## src/fcpd_pkg.sv

```systemverilog
package fcpd_pkg;

  // ---------------------------------------------------------------
  // Timing
  // ---------------------------------------------------------------
  localparam int CLK_MHZ       = 250;
  // Head settle and release intervals are given in milliseconds.
  localparam int MS_CYCLES     = CLK_MHZ * 1000;

  // ---------------------------------------------------------------
  // Sector sizes
  // ---------------------------------------------------------------
  localparam int          BASE_SECTOR_BYTES = 128;
  localparam logic [2:0]  MAX_SIZE_CODE     = 3'h7;
  localparam int          GAP2_NORMAL       = 22;
  localparam int          GAP2_PERP         = 41;

  // ---------------------------------------------------------------
  // Configuration reset values
  // ---------------------------------------------------------------
  localparam logic       RST_FIFO_DISABLE_LOW = 1'h1;
  localparam logic [3:0] RST_FIFO_THRESHOLD   = 4'h0;
  localparam logic [7:0] RST_PRECOMP_TRACK    = 8'h00;

  // ---------------------------------------------------------------
  // Command parameters
  // ---------------------------------------------------------------
  typedef struct packed {
    logic       is_write;
    logic       has_cylinder;
    logic       multi_track_flag;
    logic       density_select;
    logic       head_select;
    logic [7:0] cylinder;
    logic [7:0] first_sector;
    logic [7:0] last_sector_of_track;
    logic [7:0] size_code;
    logic [7:0] inter_sector_gap_length;
    logic [7:0] short_sector_length;
  } fcpd_cmd_s;

  typedef struct packed {
    logic       fifo_disable_low;
    logic [3:0] fifo_threshold;
    logic [7:0] precomp_start_track;
  } fcpd_cfg_s;

  typedef enum logic [2:0] {
    ST_IDLE   = 3'b000,
    ST_SEEK   = 3'b001,
    ST_SETTLE = 3'b010,
    ST_XFER   = 3'b011,
    ST_PAD    = 3'b100
  } fcpd_state_e;

  // Sector length in bytes from the size code
  function automatic logic [14:0] sector_bytes(input logic [2:0] code);
    sector_bytes = 15'(BASE_SECTOR_BYTES) << code;
  endfunction

endpackage

```

## src/fcpd_interval_timer.sv

```systemverilog
`timescale 1ns/1ps
module fcpd_interval_timer
  import fcpd_pkg::*;
#(
  parameter int MS_CYC = MS_CYCLES
) (
  input  wire logic       clk,
  input  wire logic       rst_n,
  input  wire logic       start,
  input  wire logic [7:0] ms,
  output logic            done
);
  if (MS_CYC < 1) begin : g_bad_ms_cyc
    $error("MS_CYC must be positive");
  end

  logic [31:0] sub;
  logic [7:0]  left;
  logic        run;
  logic [31:0] next_sub;
  logic [7:0]  next_left;
  logic        next_run;
  logic        next_done;

  always_comb begin
    next_sub  = sub;
    next_left = left;
    next_run  = run;
    next_done = 1'b0;
    if (start) begin
      next_sub  = 32'h0;
      next_left = ms;
      next_run  = 1'b1;
    end else if (run) begin
      if (left == 8'h0) begin
        next_run  = 1'b0;
        next_done = 1'b1;
      end else if (sub == 32'(MS_CYC - 1)) begin
        next_sub  = 32'h0;
        next_left = left - 8'h1;
      end else begin
        next_sub = sub + 32'h1;
      end
    end
  end

  always_ff @(posedge clk) begin
    if (!rst_n) begin
      sub  <= 32'h0;
      left <= 8'h0;
      run  <= 1'b0;
      done <= 1'b0;
    end else begin
      sub  <= next_sub;
      left <= next_left;
      run  <= next_run;
      done <= next_done;
    end
  end
endmodule

```

## src/fcpd_top.sv

```systemverilog
`timescale 1ns/1ps
module fcpd_top
  import fcpd_pkg::*;
#(
  parameter int MS_CYC = MS_CYCLES
) (
  // Clock and reset
  input  wire logic       CLOCK,
  input  wire logic       RST_N,
  // Command
  input  wire logic       CMD_START,
  input  wire fcpd_cmd_s  CMD,
  input  wire logic       IMPLIED_SEEK_ENABLE,
  input  wire logic       PERPENDICULAR_MODE,
  input  wire logic [7:0] GAP_PARAM,
  input  wire logic [7:0] HEAD_SETTLE_TIME,
  input  wire logic [7:0] HEAD_RELEASE_TIME,
  // Configuration
  input  wire logic       CFG_WRITE,
  input  wire fcpd_cfg_s  CFG_IN,
  input  wire logic       LOCK_WRITE,
  input  wire logic       LOCK_IN,
  input  wire logic       SOFT_RESET,
  // Drive side
  input  wire logic       SEEK_DONE,
  input  wire logic       BYTE_STROBE,
  output logic            SEEK_REQ,
  output logic [7:0]      SEEK_CYLINDER,
  output logic            HEAD_LOADED,
  output logic            ACCESS_ACTIVE,
  output logic            ID_HEAD,
  output logic [7:0]      ID_SECTOR,
  output logic            DENSITY_MFM,
  output logic [7:0]      GAP2_LENGTH,
  output logic [7:0]      GAP3_LENGTH,
  output logic [14:0]     SECTOR_LENGTH,
  output logic            HOST_PASS,
  output logic            WRITE_ZERO,
  // Status
  output fcpd_cfg_s       CFG,
  output logic            LOCKED,
  output logic            CMD_DONE
);

  // -------------------------------------------------------------
  // Parameter check
  // -------------------------------------------------------------
  // A zero prescale would stretch each head-timer millisecond to 2^32 cycles
  if (MS_CYC < 1) begin : g_bad_ms_cyc
    $error("MS_CYC must be at least one");
  end

  // -------------------------------------------------------------
  // Configuration with lock
  // -------------------------------------------------------------
  fcpd_cfg_s next_cfg;
  logic      next_locked;

  always_comb begin
    next_cfg    = CFG;
    next_locked = LOCKED;
    if (LOCK_WRITE) begin
      next_locked = LOCK_IN;
    end
    if (CFG_WRITE) begin
      next_cfg = CFG_IN;
    end else if (SOFT_RESET && !LOCKED) begin
      next_cfg.fifo_disable_low    = RST_FIFO_DISABLE_LOW;
      next_cfg.fifo_threshold      = RST_FIFO_THRESHOLD;
      next_cfg.precomp_start_track = RST_PRECOMP_TRACK;
    end
  end

  always_ff @(posedge CLOCK) begin
    if (!RST_N) begin
      CFG.fifo_disable_low    <= RST_FIFO_DISABLE_LOW;
      CFG.fifo_threshold      <= RST_FIFO_THRESHOLD;
      CFG.precomp_start_track <= RST_PRECOMP_TRACK;
      LOCKED                  <= 1'b0;
    end else begin
      CFG    <= next_cfg;
      LOCKED <= next_locked;
    end
  end

  // -------------------------------------------------------------
  // Head timers
  // -------------------------------------------------------------
  logic settle_start;
  logic settle_done;
  logic release_start;
  logic release_done;

  fcpd_interval_timer #(.MS_CYC(MS_CYC)) u_settle (
    .clk   (CLOCK),
    .rst_n (RST_N),
    .start (settle_start),
    .ms    (HEAD_SETTLE_TIME),
    .done  (settle_done)
  );

  fcpd_interval_timer #(.MS_CYC(MS_CYC)) u_release (
    .clk   (CLOCK),
    .rst_n (RST_N),
    .start (release_start),
    .ms    (HEAD_RELEASE_TIME),
    .done  (release_done)
  );

  // -------------------------------------------------------------
  // Sequencer
  // -------------------------------------------------------------
  fcpd_state_e state;
  fcpd_state_e next_state;
  fcpd_cmd_s   cmd;
  fcpd_cmd_s   next_cmd;
  logic [14:0] byte_cnt;
  logic [14:0] next_byte_cnt;
  logic [14:0] phys_len;
  logic [14:0] xfer_len;
  logic        next_seek_req;
  logic [7:0]  next_seek_cyl;
  logic        next_head_loaded;
  logic        next_id_head;
  logic [7:0]  next_id_sector;
  logic        next_cmd_done;
  logic        last_byte;

  // Sizes saturate at the largest code; bad combos are not guarded
  function automatic logic [14:0] phys_bytes(input logic [7:0] code);
    phys_bytes = sector_bytes(code > 8'(MAX_SIZE_CODE) ?
                              MAX_SIZE_CODE : code[2:0]);
  endfunction

  always_comb begin
    phys_len = phys_bytes(cmd.size_code);
    if (cmd.size_code == 8'h00) begin
      xfer_len = {7'h0, cmd.short_sector_length};
      // Short length never runs past the physical sector
      if (xfer_len > phys_len) xfer_len = phys_len;
    end else begin
      xfer_len = phys_len;
    end
  end

  assign last_byte = BYTE_STROBE && (byte_cnt == phys_len - 15'h1);

  always_comb begin
    next_state       = state;
    next_cmd         = cmd;
    next_byte_cnt    = byte_cnt;
    next_seek_req    = 1'b0;
    next_seek_cyl    = SEEK_CYLINDER;
    next_head_loaded = HEAD_LOADED;
    next_id_head     = ID_HEAD;
    next_id_sector   = ID_SECTOR;
    next_cmd_done    = 1'b0;
    settle_start     = 1'b0;
    release_start    = 1'b0;
    // A new access must not lose its head to an older release timer
    if (release_done && state != ST_XFER && state != ST_PAD) begin
      next_head_loaded = 1'b0;
    end
    unique case (state)
      ST_IDLE: begin
        if (CMD_START) begin
          next_cmd       = CMD;
          next_byte_cnt  = 15'h0;
          next_id_head   = CMD.head_select;
          next_id_sector = CMD.first_sector;
          if (IMPLIED_SEEK_ENABLE && CMD.has_cylinder) begin
            next_seek_req = 1'b1;
            next_seek_cyl = CMD.cylinder;
            next_state    = ST_SEEK;
          end else if (HEAD_LOADED && !release_done) begin
            // Head still loaded, so no settle wait
            next_state = ST_XFER;
          end else begin
            settle_start = 1'b1;
            next_state   = ST_SETTLE;
          end
        end
      end
      ST_SEEK: begin
        if (SEEK_DONE) begin
          settle_start = 1'b1;
          next_state   = ST_SETTLE;
        end
      end
      ST_SETTLE: begin
        next_head_loaded = 1'b1;
        if (settle_done) next_state = ST_XFER;
      end
      ST_XFER, ST_PAD: begin
        if (BYTE_STROBE) next_byte_cnt = byte_cnt + 15'h1;
        if (BYTE_STROBE && byte_cnt == xfer_len - 15'h1 &&
            xfer_len != phys_len) begin
          next_state = ST_PAD;
        end
        if (last_byte) begin
          next_byte_cnt = 15'h0;
          if (ID_SECTOR != cmd.last_sector_of_track) begin
            next_id_sector = ID_SECTOR + 8'h1;
            next_state     = ST_XFER;
          end else if (cmd.multi_track_flag && !ID_HEAD) begin
            next_id_head   = 1'b1;
            next_id_sector = 8'h01;
            next_state     = ST_XFER;
          end else begin
            release_start = 1'b1;
            next_cmd_done = 1'b1;
            next_state    = ST_IDLE;
          end
        end
      end
      default: next_state = ST_IDLE;
    endcase
  end

  always_ff @(posedge CLOCK) begin
    if (!RST_N) begin
      state         <= ST_IDLE;
      cmd           <= '0;
      byte_cnt      <= 15'h0;
      SEEK_REQ      <= 1'b0;
      SEEK_CYLINDER <= 8'h00;
      HEAD_LOADED   <= 1'b0;
      ID_HEAD       <= 1'b0;
      ID_SECTOR     <= 8'h00;
      CMD_DONE      <= 1'b0;
    end else begin
      state         <= next_state;
      cmd           <= next_cmd;
      byte_cnt      <= next_byte_cnt;
      SEEK_REQ      <= next_seek_req;
      SEEK_CYLINDER <= next_seek_cyl;
      HEAD_LOADED   <= next_head_loaded;
      ID_HEAD       <= next_id_head;
      ID_SECTOR     <= next_id_sector;
      CMD_DONE      <= next_cmd_done;
    end
  end

  // -------------------------------------------------------------
  // Format outputs
  // -------------------------------------------------------------
  logic        next_access_active;
  logic        next_density_mfm;
  logic [7:0]  next_gap2_length;
  logic [7:0]  next_gap3_length;
  logic [14:0] next_sector_length;
  logic        next_host_pass;
  logic        next_write_zero;

  always_comb begin
    next_access_active = (next_state == ST_XFER) || (next_state == ST_PAD);
    next_density_mfm   = next_cmd.density_select;
    next_gap2_length   = PERPENDICULAR_MODE ? GAP_PARAM
                                            : 8'(GAP2_NORMAL);
    next_gap3_length   = next_cmd.inter_sector_gap_length;
    next_sector_length = phys_bytes(next_cmd.size_code);
    // Remainder of a short sector is read but held back from the host
    next_host_pass     = (next_state == ST_XFER);
    next_write_zero    = (next_state == ST_PAD) &&
                         next_cmd.is_write;
  end

  always_ff @(posedge CLOCK) begin
    if (!RST_N) begin
      ACCESS_ACTIVE <= 1'b0;
      DENSITY_MFM   <= 1'b0;
      GAP2_LENGTH   <= 8'(GAP2_NORMAL);
      GAP3_LENGTH   <= 8'h00;
      SECTOR_LENGTH <= 15'h0;
      HOST_PASS     <= 1'b0;
      WRITE_ZERO    <= 1'b0;
    end else begin
      ACCESS_ACTIVE <= next_access_active;
      DENSITY_MFM   <= next_density_mfm;
      GAP2_LENGTH   <= next_gap2_length;
      GAP3_LENGTH   <= next_gap3_length;
      SECTOR_LENGTH <= next_sector_length;
      HOST_PASS     <= next_host_pass;
      WRITE_ZERO    <= next_write_zero;
    end
  end

endmodule

```

## config.mk

```make
export PLATFORM = sky130hd
export DESIGN_NAME = fcpd_top
export DESIGN_NICKNAME = d
export VERILOG_FILES = /design/src/fcpd_pkg.sv /design/src/fcpd_interval_timer.sv /design/src/fcpd_top.sv
export SDC_FILE = /design/constraint.sdc
export NUM_CORES = 1
export LEC_CHECK = 0
export BUFFER_PORTS_ARGS = -buffer_cell sky130_fd_sc_hd__buf_2
export CELL_PAD_IN_SITES_DETAIL_PLACEMENT = 0
export CELL_PAD_IN_SITES_GLOBAL_PLACEMENT = 1
export CORE_ASPECT_RATIO = 0.5
export CORE_UTILIZATION = 42
export DETAILED_ROUTE_END_ITERATION = 16
export PLACE_DENSITY_LB_ADDON = 0.12
export SYNTH_ARGS = -nofsm -noshare
export SYNTH_HDL_FRONTEND = slang
export SYNTH_SLANG_ARGS = --single-unit
```

## constraint.sdc

```tcl
create_clock -name CLOCK -period 5.9 [get_ports CLOCK]
set_input_delay 1.18 -clock CLOCK [delete_from_list [all_inputs] [get_ports CLOCK]]
set_output_delay 1.18 -clock CLOCK [all_outputs]
set_load 0.01 [all_outputs]
```

Word level (Yosys, flattened, before mapping)
Cells that the tools add are included.
{"block": "totals", "reg_bits": 215, "elab_cells": 179, "inputBits": 101, "out_inout_bits": 69}
{"block": "classes", "magnitude_cmp": 3, "n_addsub": 8, "shift": 2, "bitwise": 5, "reduce_logical": 41, "mux": 62, "eq_ne": 22}
{"op": "$mux 53", "count": 2}
{"op": "$mux 8", "count": 12}
{"op": "$mux 15", "count": 5}
{"op": "$add 32x1->32 const B", "count": 2}
{"op": "$eq 32x18->1 const B", "count": 2}
{"op": "$mux 32", "count": 2}
{"op": "$eq 15x15->1", "count": 2}
{"op": "$pmux 15 s2", "count": 1}
{"op": "$shl 8x3->15 const A", "count": 2}
{"op": "$sub 15x1->15 const B", "count": 2}
{"op": "$mux 13", "count": 2}
{"op": "$logic_not 8->1", "count": 3}
{"op": "$mux 1", "count": 24}
{"op": "$mux 3", "count": 7}
{"op": "$gt 8x3->1 const B", "count": 2}
{"op": "$pmux 8 s2", "count": 1}
{"op": "$sub 8x1->8 const B", "count": 2}
{"op": "$add 15x1->15 const B", "count": 1}
{"op": "$gt 8x15->1", "count": 1}
{"op": "$ne 15x15->1", "count": 1}
{"op": "$reduce_and 3->1", "count": 5}
{"op": "$reduce_bool 2->1", "count": 7}
{"op": "$ne 2x2->1 const B", "count": 6}
{"op": "$pmux 3 s4", "count": 1}
{"op": "19 further kinds", "count": 48}

Longest topological paths before layout
Gate-level depths: netlist of run 1.
{"block": "logic_depth", "depth_word": 15, "mapped_depth": 18}

Hierarchy
Synthesis of run 1 repeated with hierarchy kept, for this count alone.
{"block": "hier_totals", "hier_cells": 1236, "area_unflattened_um2": 10535.1}
{"mod": "fcpd_top", "n_inst": 1, "area_each_um2": 5660.4, "cells_each": 708, "seq_area_each_um2": 2122.0}
{"mod": "fcpd_interval_timer", "n_inst": 2, "area_each_um2": 2437.3, "cells_each": 264, "seq_area_each_um2": 840.8}

Least setup slack after synthesis of run 1
OpenSTA, ideal clock, no wires.
{"block": "synth_timing", "path_kind": "register to register", "startpoint": "register cmd[16] (netlist bit)", "endpoint": "register state[2]", "n_path_buf": 2, "setup_ps": 59, "setup_slack_ps": 1734, "path_stages_with_launch": 19, "arrival_time_ps": 4107, "synth_period_minus_slack_ps": 4166, "cell_sequence": "dfxtp_1 buf_2 nor4_1 and2_1 inv_2 ha_1 nor2_1 a31oi_1 nor2_1 nand2_1 ha_1 clkbuf_1 or3b_2 a2111o_1 a31oi_1 o22ai_1 a2111oi_2 o2111a_2 o211a_1"}
{"block": "synth_via", "elab_chain_len": 13, "word_cells_on_any_way": 18}
{"item": "start, declared", "line": "fcpd_top.sv:115", "text": "fcpd_cmd_s cmd;"}
{"item": "start signal, assigned", "line": "fcpd_top.sv:233", "text": "cmd <= next_cmd;"}
{"item": "$gt 8x3->1", "line": "fcpd_top.sv:131", "text": "phys_bytes = sector_bytes(code > 8'(MAX_SIZE_CODE) ?"}
{"item": "$mux 3", "line": "fcpd_top.sv:131"}
{"item": "$shl 8x3->15", "line": "fcpd_pkg.sv:58", "text": "sector_bytes = 15'(BASE_SECTOR_BYTES) << code;"}
{"item": "$gt 8x15->1", "line": "fcpd_top.sv:140", "text": "if (xfer_len > phys_len) xfer_len = phys_len;"}
{"item": "$mux 15", "line": "fcpd_top.sv:140"}
{"item": "$mux 15", "line": "fcpd_top.sv:137", "text": "if (cmd.size_code == 8'h00) begin"}
{"item": "$sub 15x1->15", "line": "fcpd_top.sv:196", "text": "if (BYTE_STROBE && byte_cnt == xfer_len - 15'h1 &&"}
{"item": "$eq 15x15->1", "line": "fcpd_top.sv:196"}
{"item": "$logic_and 1x1->1 (2 in series)", "line": "fcpd_top.sv:196"}
{"item": "$mux 3", "line": "fcpd_top.sv:196"}
{"item": "$mux 3 *", "line": "fcpd_top.sv:200", "text": "if (last_byte) begin"}
{"item": "$pmux 3 s4 *", "line": "fcpd_top.sv:164", "text": "unique case (state)"}
{"item": "end signal, assigned", "line": "fcpd_top.sv:232", "text": "state <= next_state;"}
{"item": "end, declared", "line": "fcpd_top.sv:113", "text": "fcpd_state_e state;"}
Every way passes the cells marked *; elsewhere a longest branch is shown, timed or not.
A chain may end at the register's enable or synchronous reset.

Worst setup path after layout of run 1
{"block": "layout_timing", "startpoint": "register cmd[16] (netlist bit)", "endpoint": "register WRITE_ZERO"}
{"block": "layout_via", "elab_chain_len": 15, "word_cells_on_any_way": 20}
{"item": "$gt 8x3->1", "line": "fcpd_top.sv:131"}
{"item": "$mux 3", "line": "fcpd_top.sv:131"}
{"item": "$shl 8x3->15", "line": "fcpd_pkg.sv:58"}
{"item": "$gt 8x15->1", "line": "fcpd_top.sv:140"}
{"item": "$mux 15", "line": "fcpd_top.sv:140"}
{"item": "$mux 15", "line": "fcpd_top.sv:137"}
{"item": "$sub 15x1->15", "line": "fcpd_top.sv:196"}
{"item": "$eq 15x15->1", "line": "fcpd_top.sv:196"}
{"item": "$logic_and 1x1->1 (2 in series)", "line": "fcpd_top.sv:196"}
{"item": "$mux 3", "line": "fcpd_top.sv:196"}
{"item": "$mux 3 *", "line": "fcpd_top.sv:200"}
{"item": "$pmux 3 s4 *", "line": "fcpd_top.sv:164"}
{"item": "$eq 3x3->1 *", "line": "fcpd_top.sv:264", "text": "next_write_zero = (next_state == ST_PAD) &&"}
{"item": "$logic_and 1x1->1 *", "line": "fcpd_top.sv:264"}
{"item": "end signal, assigned", "line": "fcpd_top.sv:284", "text": "WRITE_ZERO <= next_write_zero;"}
{"item": "end, declared", "line": "fcpd_top.sv:38", "text": "output logic WRITE_ZERO,"}
Marks and branches as above.

==> results of run 1 <==
## path summary, 6_finish.rpt
kind | startpoint | endpoint | cells past startpoint | slack, ns
setup / recovery | cmd[16] | WRITE_ZERO | 16 | 1.16
hold reg to reg | SEEK_CYLINDER[4] | SEEK_CYLINDER[4] | 2 | 0.45
hold / removal | SEEK_CYLINDER[4] | SEEK_CYLINDER[4] | 2 | 0.45
setup reg to reg | cmd[16] | WRITE_ZERO | 16 | 1.16
## metal layers
layer	vias up	GRT usage
met4	4	0.06680
met2	171	0.3588
li1	4217	-
met5	-	0
met1	4006	0.2720
met3	39	0.05654
## worst max-delay path: cells and delay by family, from the launching register on
kind                       cells  cell delay (ns)
DFF                            1             0.45
buffers and inverters          1             0.12
adders and majority gates      2             0.73
AOI/OAI and AO/OA              7             1.83
and+or+nand+nor                6             1.57
## through the flow
step           cells  setup WS (ns)  hold WS [ns]  power, mW
2_1_floorplan   1145          1.734        0.4283      1.740
3_3_place_gp    1540          1.408        0.4397      1.866
3_5_place_dp    1540          1.263        0.4430      1.874
4_1_cts         1572          1.238        0.4535      3.050
5_1_grt         1573         0.8143        0.4717      3.173
6_report        1573          1.162        0.4510      3.026
## synth_stat cells (all sizes together), types with 22 or more instances
| library cell | instances | area share |
|---|---|---|
| xnor2 | 51 | 0.047 |
| a21oi | 70 | 0.038 |
| nor3 | 25 | 0.013 |
| and3 | 22 | 0.015 |
| clkbuf | 40 | 0.016 |
| nor2 | 154 | 0.061 |
| buf | 31 | 0.022 |
| xor2 | 54 | 0.051 |
| inv | 29 | 0.012 |
| nand4 | 24 | 0.016 |
| nand2 | 149 | 0.059 |
| o21ai | 24 | 0.013 |
| nand3 | 43 | 0.023 |
| dfxtp | 190 | 0.40 |
| nor4 | 26 | 0.019 |
## sequential cells by signal (all words and copies together) (netlist names), 3 cells and up
| signal | count |
|---|---|
| u_release.sub | 32 |
| u_settle.sub | 32 |
| cmd | 26 |
| byte_cnt | 15 |
| CFG | 13 |
| GAP2_LENGTH | 8 |
| GAP3_LENGTH | 8 |
| ID_SECTOR | 8 |
| SECTOR_LENGTH | 8 |
| SEEK_CYLINDER | 8 |
| u_release.left | 8 |
| u_settle.left | 8 |
| state | 3 |
## power by group through the flow
stage / clock network (mW) / logic [mW] / registers [mW]
floorplan: 0 / 0.336 / 1.40
global placement: 0 / 0.452 / 1.41
detailed placement: 0 / 0.459 / 1.42
CTS: 1.20 / 0.461 / 1.39
global route: 1.27 / 0.512 / 1.39
finish: 1.18 / 0.463 / 1.39
## cells by family after synthesis
group | count (synthesis) | share of synthesized area
compound gates | 193 | 0.1453
mux | 8 | 0.008483
buf+inv | 100 | 0.04957
xor+xnor | 106 | 0.1006
other cells | 1 | 0.0003972
flops | 190 | 0.4029
fa+ha+maj | 12 | 0.01590
simple gates | 529 | 0.2769
## layout make-up
type / count / area (um^2)
Multi-Input combinational cell: 855 / 5192
Antenna cell: 1 / 2.502
Clock buffer: 21 / 450.4
Sequential cell: 190 / 3804
Inverter: 29 / 108.9
Timing Repair Buffer: 166 / 840.8
Tap cell: 300 / 375.4
Clock inverter: 11 / 131.4
Fill cell: 2178 / 10970
==> results.json, run 1 <==
{
  "wl_met3_um": 1088,
  "hold_class": "reg2reg",
  "initialDrtViolationCount": 600,
  "synth-edff-count": 0,
  "cts.repair.resized": 0,
  "power_switching_share": 0.2867,
  "irDropWorstVdd_mv": 0.1880,
  "tightest_slew_ns": 1.020,
  "internal-power_mw": 2.159,
  "seq_area_frac_synth": 0.4029,
  "ant_nets": 0,
  "finalSetupTns_ns": 0,
  "crit_arrival_ns": 5.13,
  "combPwrFrac": 0.153,
  "post_cts_buffers": 0,
  "area_growth_pct": 15.52,
  "fin_crit_sh": 0.8030,
  "hold_buffers": 0,
  "rsz0062_at_grt": "no",
  "wire_per_inst_um": 15.55,
  "switchingPower_mw": 0.8676,
  "drive_above_1_share": 0.1855,
  "final_max_slew_viol_count": 0,
  "relSlewSlack": 0.3192,
  "cts_tree": "done",
  "drc_errors": 0,
  "p_clk_frac": 0.389,
  "worstPathMaxFanout": 13,
  "syn_inst": 1139,
  "synth_cell_types": 83,
  "clock_path_buffers": 2,
  "async_flop_share": 0,
  "root_buffer": "clkbuf_16",
  "cp.required_ns": 6.29,
  "mostFrequentLayoutCell": "dfxtp_1",
  "layout_min_cycle_time_ns": 4.738,
  "grt_pass1_vias": 7919,
  "grt_pass1_wl_um": 39770,
  "synth-seq-cells": 190,
  "max_freq_mhz": 211.1,
  "drt-met1-wl_um": 11280,
  "hpwl_um": 17450,
  "core-area_um2": 21870,
  "critPathKind": "reg2reg",
  "fin_skew_ns": 0.01189,
  "post-route-cell-area_um2": 10910,
  "cts_inserted_buffers": 17,
  "clock_sinks": 190,
  "dpl_cell_area_um2": 10320,
  "p_seq_frac": 0.458,
  "avgSynthCellArea_um2": 8.288,
  "ys_warn_count": 0,
  "clkTransAtPathRegs_ns": 0.07,
  "grt.overflow.total": 0,
  "die_h_um": 108.0,
  "path_cells": "nor4_1 -> and2_1 -> inv_2 -> ha_1 -> nor2_1 -> a31oi_1 -> nor2_1 -> nand2_1 -> ha_1 -> or3b_2 -> a2111o_1 -> a31oi_1 -> o22ai_1 -> a2111oi_2 -> o2111a_2 -> o211a_1",
  "gp_congestion": 0.9000,
  "outcome": "finished, final reports clean",
  "vias_per_cell": 5.364,
  "drt_wl_total_um": 24460,
  "first_pass_iters": 6,
  "wl_met2_um": 11710,
  "grt_usage": 0.2145,
  "netlist_area_um2": 9440,
  "ys.flop_type": "dfxtp_1",
  "cp_slowest_cell": "or3b_2",
  "initial_core_util": 0.4316,
  "clock_latency_ns": 0.45,
  "htreeDepth": 4,
  "port_buffers": 162,
  "cpPeakStageDelay_ns": 0.52,
  "finalSetupViolCount": 0,
  "layout_common_cells": "dfxtp_1, buf_2, nor2_1, nand2_1, a21oi_1",
  "start_kind": "flip-flop",
  "grt_max_degree": 53,
  "grt_antenna_before_repair": 3,
  "p_leak_nw": 4.287,
  "rows": 38,
  "fin_util": 0.4986,
  "via_count": 8437,
  "ioPinCount": 170,
  "die_x_um": 214.0,
  "pwr_density_cell_nw_per_um2": 277.5,
  "dieArea_um2": 23120,
  "cap_violations": 0,
  "end_kind": "flip-flop",
  "top_layer": "met5",
  "finalHoldViolations": 0,
  "nNetsFinal": 1372
}
No activity file was read; power rests on OpenSTA's default activity.
==> inputs of run 2 (changes only) <==
--- a/config.mk
+++ b/config.mk
@@ -9,7 +9,7 @@
 export CELL_PAD_IN_SITES_DETAIL_PLACEMENT = 0
 export CELL_PAD_IN_SITES_GLOBAL_PLACEMENT = 1
 export CORE_ASPECT_RATIO = 0.5
-export CORE_UTILIZATION = 42
+export CORE_UTILIZATION = 38
 export DETAILED_ROUTE_END_ITERATION = 16
 export PLACE_DENSITY_LB_ADDON = 0.12
 export SYNTH_ARGS = -nofsm -noshare
==> constraint.sdc (replaced) <==
create_clock -name CLOCK -period 4.2 [get_ports CLOCK]
set_input_delay 0.84 -clock CLOCK [delete_from_list [all_inputs] [get_ports CLOCK]]
set_output_delay 0.84 -clock CLOCK [all_outputs]
set_load 0.01 [all_outputs]
==> results.json, run 2 (synthesized netlist as in run 1, its figures left out) <==
{
  "pwr_density_cell_nw_per_um2": 387.2,
  "worstPathMaxFanout": 6,
  "final_max_slew_viol_count": 0,
  "rows": 40,
  "hpwl_um": 18130,
  "grt_pass1_vias": 7899,
  "critPathKind": "reg2reg",
  "vias_per_cell": 5.109,
  "start_kind": "flip-flop",
  "fillers": 2420,
  "first_pass_iters": 5,
  "drive_above_1_share": 0.2020,
  "clkTransAtPathRegs_ns": 0.07,
  "root_buffer": "clkbuf_16",
  "grt_pass1_wl_um": 40160,
  "ioPinCount": 170,
  "layout_min_cycle_time_ns": 3.931,
  "clock_latency_ns": 0.45,
  "clock_path_buffers": 2,
  "fin_skew_ns": 0.01251,
  "tightest_slew_ns": 1.021,
  "dieArea_um2": 25520,
  "dpl_cell_area_um2": 10480,
  "outcome": "finished, final reports clean",
  "p_leak_nw": 4.388,
  "grt_usage": 0.1984,
  "finalSetupViolCount": 0,
  "seq_area_um2": 3804,
  "area_growth_pct": 17.76,
  "cts_inserted_buffers": 17,
  "hold_class": "reg2reg",
  "initialDrtViolationCount": 512,
  "crit_arrival_ns": 4.27,
  "cp.required_ns": 4.53,
  "wire_per_inst_um": 15.27,
  "ant_nets": 0,
  "grt.overflow.total": 0,
  "core-area_um2": 24170,
  "cts_tree": "done",
  "post-route-cell-area_um2": 11120,
  "gp_congestion": 0.8690,
  "port_buffers": 162,
  "relSlewSlack": 0.3196,
  "layout_common_cells": "dfxtp_1, buf_2, nor2_1, nand2_1, a21oi_1",
  "fin_crit_sh": 0.9359,
  "drt_wl_total_um": 24780,
  "holdWs_ns": 0.4550,
  "mostFrequentLayoutCell": "dfxtp_1",
  "drc_errors": 0,
  "cap_violations": 0,
  "diodes": 0,
  "via_count": 8292,
  "max_freq_mhz": 254.4,
  "multi_input_area_um2": 5228,
  "die_h_um": 113.5,
  "end_kind": "flip-flop",
  "initial_core_util": 0.3905,
  "htreeDepth": 4,
  "hold_buffers": 0,
  "grt_antenna_before_repair": 0,
  "finalHoldViolations": 0,
  "irDropWorstVdd_mv": 0.2768,
  "die_x_um": 224.9,
  "nNetsFinal": 1387,
  "clock_sinks": 190,
  "reg_top3": "u_release.sub x32, u_settle.sub x32, cmd x26",
  "grt_max_degree": 47
}
-- run 2: changes by cell type in the layout (fill, tap and decap cells not counted), moves of 2 or more --
cell / change
clkbuf_1: -3
clkinvlp_4: -2
buf_4: +15
nor4_1: -2
clkinv_4: +2
-- run 2: what timing repair did --
| action | 4_1_cts | 5_1_grt |
|---|---|---|
| gates resized for setup | 0 | 7 |
| setup endpoints to repair | 0 | 13 |
| setup buffers | 0 | 0 |
-- run 2: final timing paths --
kind / slack (ns) / cells after the start / from / to
worst max-delay path: 0.27 / 16 / cmd[23] / state[1]
worst max register to register: 0.27 / 16 / cmd[23] / state[1]
worst min-delay path: 0.46 / 2 / SEEK_CYLINDER[0] / SEEK_CYLINDER[0]
worst min register to register: 0.46 / 2 / SEEK_CYLINDER[0] / SEEK_CYLINDER[0]
-- run 2: per-layer routing --
metal | part of all wire | vias up | global-route usage
li1 | - | 4260 | -
met1 | 0.47 | 3892 | 0.2503
met2 | 0.48 | 110 | 0.3385
met3 | 0.029 | 30 | 0.04688
met4 | 0.015 | 0 | 0.05714
met5 | 0 | - | 0
-- run 2: critical path: stages (launching register included) --
cell,delay [ns]
dfxtp_1,0.35
nor4_2,0.31
and2_4,0.21
inv_2,0.04
ha_2,0.38
nor2_2,0.09
a31oi_2,0.18
nor2_1,0.09
nand2_1,0.10
ha_1,0.20
or3b_2,0.49
a2111o_1,0.37
a31oi_1,0.17
o22ai_1,0.12
a2111oi_2,0.30
o2111a_2,0.32
o21ai_1,0.09
-- run 2: cell type report --
type	instances	share of cell area
Inverter	29	0.009792
Tap cell	336	0.03782
Multi-Input combinational cell	855	0.4702
Clock buffer	19	0.04074
Timing Repair Buffer	181	0.08576
Sequential cell	190	0.3422
Clock inverter	13	0.01351
-- run 2: power by group --
group | total (mW) | internal [mW] | leakage [nW] | switching (mW)
sequential | 1.94 | 1.87 | 1.54 | 0.0692
combinational | 0.693 | 0.286 | 2.54 | 0.407
clock | 1.67 | 0.921 | 0.302 | 0.750
-- run 2: metrics by stage --
step	TNS, ns	setup slack [ns]	util	total power [mW]	instances
finish	0	0.2694	0.4599	4.305	1623
global route	-0.09991	-0.02775	0.4599	4.528	1623
CTS	0	0.03196	0.4584	4.344	1623
detailed placement	0	0.06035	0.4335	2.660	1591
global placement	0	0.1988	0.4335	2.653	1591
floorplan	0	0.03409	-	2.444	1145
